## src/shared/serial_config_cfg.svh

```systemverilog
/*
  constants for the serial configuration memory read-out link.
  assumes inclusion by bare name from rtl files; definitions only.
*/
`ifndef SERIAL_CONFIG_CFG_SVH
`define SERIAL_CONFIG_CFG_SVH

`define SCM_DEPTH_DEFAULT      32
`define SCM_POR_CYCLES         8
`define SCM_CLK_DIV_HALF       4
`define SCM_RESET_POL_DEFAULT  1'b0
`define SCM_BIT_ZERO           1'b0
`define SCM_BIT_ONE            1'b1

`endif

```

## src/shared/serial_config_pkg.sv

```systemverilog
/*
  types shared by both ends of the serial configuration link.
  assumes nothing beyond a systemverilog compiler.
*/
package serial_config_pkg;

  typedef enum logic [1:0] {
    MEM_IDLE,
    MEM_STREAM,
    MEM_DONE
  } mem_state_type;

  typedef enum logic [1:0] {
    LOAD_IDLE,
    LOAD_RUN,
    LOAD_FINISH
  } load_state_type;

endpackage

```

## src/shared/serial_config_if.sv

```systemverilog
/*
  link between the configuration memory and the loading controller.
  assumes the bench resolves the open-drain ready and the tri-state data wire.
*/
`timescale 1ns/1ps
interface serial_config_if;
  logic configuration_clock_out;
  logic chipEnableN;
  logic resetOutputEnable;
  logic serial_program_enable_n;
  logic dataOut;
  logic dataOe;
  logic chain_enable_out_n;
  logic readyOut;
  logic readyOe;

  modport memory (
    input  configuration_clock_out,
    input  chipEnableN,
    input  resetOutputEnable,
    input  serial_program_enable_n,
    output dataOut,
    output dataOe,
    output chain_enable_out_n,
    output readyOut,
    output readyOe
  );

  modport loader (
    output configuration_clock_out,
    output chipEnableN,
    output resetOutputEnable,
    output serial_program_enable_n,
    input  dataOut,
    input  dataOe,
    input  chain_enable_out_n,
    input  readyOut,
    input  readyOe
  );
endinterface

```

## src/rtl/serial_config_memory.sv

```systemverilog
/*
  configuration memory read-out end: shifts stored bits on the link clock.
  assumes the link clock, enables and program-enable arrive unsynchronised.
*/
`timescale 1ns/1ps
`include "serial_config_cfg.svh"

// Notes on behaviour
// - stored bits leave serially on data output
// - controller drives the link clock input
// - chain-enable out feeds next chip-enable in
// - program-enable held high while loading
// - ready pulled low during power-on reset
// - after last bit, chain-enable low, data off
// - chip-enable low enables data output
// - reset level clears every address counter
// - inactive reset level keeps counter position
// - reset polarity is a programmable setting
// - chip-enable high means standby, counter halts
// - standby keeps data output floating
// - reset level clears counter, floats data
// - chip-enable high after reset stays disabled
// - enable active, chip-enable low starts output
// - power-up clears address counter automatically
module serial_config_memory #(
  parameter int DEPTH  = `SCM_DEPTH_DEFAULT,
  parameter int AW     = (DEPTH > 1) ? $clog2(DEPTH) : 1,
  parameter logic [DEPTH-1:0] CONTENT = '0
) (
  // clocking
  input  wire logic    clock,
  input  wire logic    reset,
  // setting
  input  wire logic    resetPolarityHigh,
  // link
  serial_config_if.memory link
);

  logic [2:0]     clkSync_q;
  logic [2:0]     ceSync_q;
  logic [2:0]     rstSync_q;
  logic [2:0]     spSync_q;
  logic           clkLevel_q;
  logic           ceLevel_q;
  logic           rstLevel_q;
  logic           spLevel_q;
  logic [AW-1:0]  addr_q;
  logic [3:0]     por_q;
  logic           polarity_q;
  logic           dataOut_q;
  logic           dataOe_q;
  logic           ceo_q;
  logic           readyOe_q;
  serial_config_pkg::mem_state_type state_q;
  logic           rising;
  logic           inReset;
  logic           active;

  // two stages agreeing filters a pin that is still settling
  function automatic logic stagesAgree(input logic [2:0] sync);
    return sync[2] == sync[1];
  endfunction

  function automatic logic isDone(input serial_config_pkg::mem_state_type st);
    return st == serial_config_pkg::MEM_DONE;
  endfunction

  // three-stage synchronisers; a level counts once stages two and three agree
  always_ff @(posedge clock) begin
    clkSync_q <= {clkSync_q[1:0], link.configuration_clock_out};
  end

  always_ff @(posedge clock) begin
    ceSync_q <= {ceSync_q[1:0], link.chipEnableN};
  end

  always_ff @(posedge clock) begin
    rstSync_q <= {rstSync_q[1:0], link.resetOutputEnable};
  end

  always_ff @(posedge clock) begin
    spSync_q <= {spSync_q[1:0], link.serial_program_enable_n};
  end

  always_ff @(posedge clock) begin
    if (reset) begin
      clkLevel_q <= `SCM_BIT_ZERO;
    end else if (stagesAgree(clkSync_q)) begin
      clkLevel_q <= clkSync_q[2];
    end
  end

  always_ff @(posedge clock) begin
    if (reset) begin
      ceLevel_q <= `SCM_BIT_ONE;
    end else if (stagesAgree(ceSync_q)) begin
      ceLevel_q <= ceSync_q[2];
    end
  end

  always_ff @(posedge clock) begin
    if (reset) begin
      rstLevel_q <= `SCM_BIT_ZERO;
    end else if (stagesAgree(rstSync_q)) begin
      rstLevel_q <= rstSync_q[2];
    end
  end

  always_ff @(posedge clock) begin
    if (reset) begin
      spLevel_q <= `SCM_BIT_ONE;
    end else if (stagesAgree(spSync_q)) begin
      spLevel_q <= spSync_q[2];
    end
  end

  // polarity is caught at reset release, like a programmed fuse
  always_ff @(posedge clock) begin
    if (reset) begin
      polarity_q <= resetPolarityHigh;
    end
  end

  assign rising  = stagesAgree(clkSync_q) && clkSync_q[2] && !clkLevel_q;
  assign inReset = (rstLevel_q == polarity_q) || (por_q != '0);
  // a low program-enable is programming mode, which this model does not read out
  assign active  = !inReset && !ceLevel_q && spLevel_q;

  // power-on reset counter holds ready low until it runs out
  always_ff @(posedge clock) begin
    if (reset) begin
      por_q <= 4'(`SCM_POR_CYCLES);
    end else if (por_q != '0) begin
      por_q <= por_q - 4'h1;
    end
  end

  always_ff @(posedge clock) begin
    if (reset) begin
      readyOe_q <= `SCM_BIT_ONE;
    end else begin
      readyOe_q <= (por_q != '0);
    end
  end

  // address walk; done is sticky until reset level so a chain never rewinds
  always_ff @(posedge clock) begin
    if (reset || inReset) begin
      state_q <= serial_config_pkg::MEM_IDLE;
      addr_q  <= '0;
    end else begin
      case (state_q)
        serial_config_pkg::MEM_IDLE: begin
          if (active) begin
            state_q <= serial_config_pkg::MEM_STREAM;
          end
        end
        serial_config_pkg::MEM_STREAM: begin
          // the address holds on the last bit so its data stays put until the chain moves on
          if (active && rising) begin
            if (addr_q == AW'(DEPTH - 1)) begin
              state_q <= serial_config_pkg::MEM_DONE;
            end else begin
              addr_q <= addr_q + AW'(1);
            end
          end
        end
        serial_config_pkg::MEM_DONE: begin
          state_q <= serial_config_pkg::MEM_DONE;
        end
        default: state_q <= serial_config_pkg::MEM_IDLE;
      endcase
    end
  end

  always_ff @(posedge clock) begin
    if (reset) begin
      dataOut_q <= `SCM_BIT_ZERO;
    end else begin
      dataOut_q <= CONTENT[addr_q];
    end
  end

  // float on the edge after the last bit so the next chip in the chain can drive
  always_ff @(posedge clock) begin
    if (reset) begin
      dataOe_q <= `SCM_BIT_ZERO;
    end else begin
      dataOe_q <= active && !isDone(state_q);
    end
  end

  // chain enable drops only while finished and out of reset
  always_ff @(posedge clock) begin
    if (reset) begin
      ceo_q <= `SCM_BIT_ONE;
    end else begin
      ceo_q <= !(isDone(state_q) && !inReset);
    end
  end

  assign link.dataOut            = dataOut_q;
  assign link.dataOe             = dataOe_q;
  assign link.chain_enable_out_n = ceo_q;
  assign link.readyOut           = `SCM_BIT_ZERO;
  assign link.readyOe            = readyOe_q;

endmodule

```

## src/flat_wrapper.sv

```systemverilog
// flat-port wrapper written by rule: the top's interface ports become plain ports
module serial_config_memory_flat 
#(
  parameter int DEPTH  = `SCM_DEPTH_DEFAULT,
  parameter int AW     = (DEPTH > 1) ? $clog2(DEPTH) : 1,
  parameter logic [DEPTH-1:0] CONTENT = '0
)
  (clock, reset, resetPolarityHigh, link_configuration_clock_out, link_chipEnableN, link_resetOutputEnable, link_serial_program_enable_n, link_dataOut, link_dataOe, link_chain_enable_out_n, link_readyOut, link_readyOe);
  serial_config_if link_i ();
  input  wire logic clock;
  input  wire logic reset;
  input  wire logic resetPolarityHigh;
  input wire logic [$bits(link_i.configuration_clock_out)-1:0] link_configuration_clock_out;
  input wire logic [$bits(link_i.chipEnableN)-1:0] link_chipEnableN;
  input wire logic [$bits(link_i.resetOutputEnable)-1:0] link_resetOutputEnable;
  input wire logic [$bits(link_i.serial_program_enable_n)-1:0] link_serial_program_enable_n;
  output wire logic [$bits(link_i.dataOut)-1:0] link_dataOut;
  output wire logic [$bits(link_i.dataOe)-1:0] link_dataOe;
  output wire logic [$bits(link_i.chain_enable_out_n)-1:0] link_chain_enable_out_n;
  output wire logic [$bits(link_i.readyOut)-1:0] link_readyOut;
  output wire logic [$bits(link_i.readyOe)-1:0] link_readyOe;
  assign link_i.configuration_clock_out = link_configuration_clock_out;
  assign link_i.chipEnableN = link_chipEnableN;
  assign link_i.resetOutputEnable = link_resetOutputEnable;
  assign link_i.serial_program_enable_n = link_serial_program_enable_n;
  assign link_dataOut = link_i.dataOut;
  assign link_dataOe = link_i.dataOe;
  assign link_chain_enable_out_n = link_i.chain_enable_out_n;
  assign link_readyOut = link_i.readyOut;
  assign link_readyOe = link_i.readyOe;
  serial_config_memory #(.DEPTH(DEPTH), .AW(AW), .CONTENT(CONTENT)) u_core (.clock(clock), .reset(reset), .resetPolarityHigh(resetPolarityHigh), .link(link_i));
endmodule
```

## config.mk

```make
export PLATFORM = sky130hd
export DESIGN_NAME = serial_config_memory_flat
export DESIGN_NICKNAME = d
export VERILOG_FILES = /design/src/shared/serial_config_pkg.sv /design/src/shared/serial_config_if.sv /design/src/rtl/serial_config_memory.sv /design/src/flat_wrapper.sv
export VERILOG_INCLUDE_DIRS = /design/src /design/src/shared
export SDC_FILE = /design/constraint.sdc
export NUM_CORES = 1
export LEC_CHECK = 0
export ABC_CLOCK_PERIOD_IN_PS = 6030
export CORE_MARGIN = 5
export CORE_UTILIZATION = 46
export DETAILED_ROUTE_END_ITERATION = 10
export DONT_BUFFER_PORTS = 1
export GPL_ROUTABILITY_DRIVEN = 0
export PLACE_DENSITY = 0.69
export SLEW_MARGIN = 20
export SYNTH_ARGS = -nofsm -noshare
export SYNTH_HDL_FRONTEND = slang
export SYNTH_SLANG_ARGS = --single-unit
export TNS_END_PERCENT = 100
```

## constraint.sdc

```tcl
create_clock -name clock -period 6.03 [get_ports clock]
set_clock_uncertainty 0.2 [all_clocks]
set_input_delay 0.9045 -clock clock [delete_from_list [all_inputs] [get_ports clock]]
set_output_delay 0.9045 -clock clock [all_outputs]
set_load 0.05 [all_outputs]
```

==> impl_results.md <==
- Status: complete, no violations
- Initial DRC count: 4
- Clock Path Buffers: 2
- Clock sink count: 31
- Die Y: roughly 60 µm
- Min Clock Period, post-route: ~2600 ps
- Final net count: 127
- First-pass GRT wire length: approximately 2800 µm
- Die W: approximately 60 µm
- Largest net degree at the start of global routing: 13
- Initial antenna violation count: 0
- Critical path class: flip-flop to flip-flop
- Critical path data required time: 6090 ps
- Worst Setup End Kind: flip-flop
- RSZ-0062 raised after global routing: false
- Diode count: 0
- I/O pins: 12
- Yosys reg bits: 31
- Max Fclk: between 300 and 400 MHz
- HPWL Detailed: 1130 µm
- Share of the synthesized area in the top cell type: 0.523
- Ys Warns: 0
- Final Hold Fails: 0
- Cell area after synthesis: about 1100 µm²
- Die area: between 3000 and 4000 µm²
- # DRC: 0
- R2r startpoint: u_core.por_q[0]
- Top post-synthesis cells by area: dfxtp_1, ha_1, nor2_1, a21oi_1, or3_1
- Placed insts: roughly 130
- Initial Utilization: 0.472
- CTS root buf: clkbuf_4
- Max Cap Viol: 0
- Hold path start: u_core.clkSync_q[0]
- Layout Cells excl Fill: roughly 140
- FFs w/ async S/R, synth: 0
- Cells after Synth: 109
- Post-synth EDFFs: 1
- Clock Latency Late Sink: 330 ps
- Hold WS: 125 ps
- Worst slew pin tran: just under 600 ps
- Total GRT Usage: 0.111
- Final wirelength: 1570 µm
- Count of input and output buffers: 0
- Post-CTS Repair Setup Buffers: 0
- Cts repair resizes: 0
- Critical Path AT: about 2700 ps
- Power Dens Cells: 395 nW/µm²
- Clock transition at the registers of the reported paths: 100 ps
- Hold-fix buffers, CTS: 0
- Synth Flop Type: dfxtp_1
- Post-synthesis cell type count: 32
- Core area: between 2000 and 2500 µm²
- Layout cells sized above 1: 0.0714
- Fillers: roughly 230
- Num rows: 18
- Number of global-route vias before repair: ~700
- Drt via density: ~5.2
- Num CTS Buffers: 5
- Syn Area/Cell: roughly 11 µm²
- Crit Path Max Fanout: 12
- Synth-to-layout area growth: 9.70%
- CTS tree: yes
- Final Setup Violations: 0
- Maximum VDD drop: 225 µV
- Setup TNS: 0 ps
- CTS H-tree depth: 2
- Crit share post-route: 0.432
- WL per Instance: about 11 µm
- Final Max Tran Viols: 0
- Relative slew slack: 0.611
- 1st-pass router iterations: 4
- Cell taking the most area after synthesis: dfxtp_1
- Post-route ant nets: 0
- Total congestion overflow: 0
- Synth cell count leaders: dfxtp_1, nor2_1, ha_1
- Seq/Total Area, Yosys: 0.549
- Vias: roughly 740
- P_leak: roughly 0.50 nW
- Startpoint Class: flip-flop
- Hold Path Class: flip-flop to flip-flop
- Most numerous cell in the Yosys netlist: dfxtp_1
- Finished Core Util: 0.518
- Worst setup path startpoint: u_core.por_q[0]
==> cell families (layout without fill, tap and decap cells) <==
| family | after synthesis | in the layout | share of synthesized area |
|---|---|---|---|
| AOI/OAI and AO/OA | 20 | 20 | 0.111 |
| xor gates and xnor gates | 4 | 4 | 0.0305 |
| adders and majority gates | 9 | 9 | 0.0980 |
| buffers and inverters | 11 | 13 | 0.0436 |
| DFF | 31 | 31 | 0.549 |
| muxes | 3 | 3 | 0.0261 |
| other | 1 | 2 | 0.00326 |
| and+or+nand+nor | 30 | 30 | 0.138 |
==> cells in the final DEF (no fill, tap or decap) <==
master	synthesis	final
and3_1	1	1
or4_1	1	1
inv_1	5	5
ha_1	9	9
a211o_1	1	1
o31a_1	1	1
or3_1	5	5
o21ai_0	5	5
nor2_1	10	10
bufinv_16	0	2
nand3b_1	1	1
clkbuf_1	3	1
o31ai_1	1	1
a21oi_1	7	7
clkbuf_4	0	5
o21bai_1	2	2
o41ai_1	1	1
or3b_1	1	1
xnor2_1	2	2
conb_1	1	2
xor2_1	2	2
nand3_1	3	3
a211oi_1	1	1
edfxtp_1	1	1
nand4bb_1	1	1
o41a_1	1	1
or2_2	1	1
nor3_1	2	2
mux2i_1	3	3
nand2_1	3	3
nand2b_1	1	1
dfxtp_1	30	30
==> per-layer routing <==
metal / global-route usage / share of wire / up-vias
met5: 0 / 0 / -
met3: 0.0605 / 0.074 / 6
met4: 0.0759 / 0.037 / 0
met2: 0.167 / 0.46 / 19
met1: 0.117 / 0.43 / 343
li1: - / - / 374
==> registers in the layout, summed over array words and instances (netlist names) <==
name / count
u_core.ceLevel_q: 1
u_core.por_q: 4
u_core.polarity_q: 1
u_core.state_q: 2
u_core.spSync_q: 3
u_core.clkSync_q: 3
u_core.ceSync_q: 3
u_core.spLevel_q: 1
u_core.rstLevel_q: 1
u_core.link.readyOe: 1
u_core.link.dataOe: 1
u_core.addr_q: 5
u_core.clkLevel_q: 1
u_core.link.chain_enable_out_n: 1
u_core.rstSync_q: 3
==> area by class of cell <==
cell class	count	area (µm²)	area share
Sequential cell	31	631	0.500
Multi-Input combinational cell	68	472	0.374
Clock inverter	2	60.1	0.0477
Clock buffer	6	41.3	0.0328
Tap cell	30	37.5	0.0298
Inverter	5	18.8	0.0149
==> critical path: stages (launching register included) <==
cell and delay [ps]:
dfxtp_1 340, inv_1 90, ha_1 160, or3b_1 520, or4_1 720, or3_1 360
a21oi_1 140
==> worst paths after layout <==
| check | to | slack (ps) | depth (start not counted) |
|---|---|---|---|
| max | u_core.addr_q[3] | 3420 | 6 |
| min reg2reg | u_core.clkSync_q[1] | 120 | 0 |
| min | u_core.clkSync_q[1] | 120 | 0 |
| max reg2reg | u_core.addr_q[3] | 3420 | 6 |
==> through the flow <==
stage          setup WS [ps]  cell area (µm²)  power (mW)
2_1_floorplan           3690             1150       0.297
3_3_place_gp            3540             1160       0.301
3_5_place_dp            3450             1160       0.306
4_1_cts                 3420             1260       0.506
5_1_grt                 3300             1260       0.529
6_report                3420             1260       0.497
==> power breakdown <==
part / switching [mW] / internal, mW / leakage (nW)
Clock: 0.0680 / 0.129 / 0.0525
Combinational: 0.0329 / 0.0260 / 0.193
Sequential: 0.0158 / 0.225 / 0.258
No activity file was read; power rests on OpenSTA's default activity.
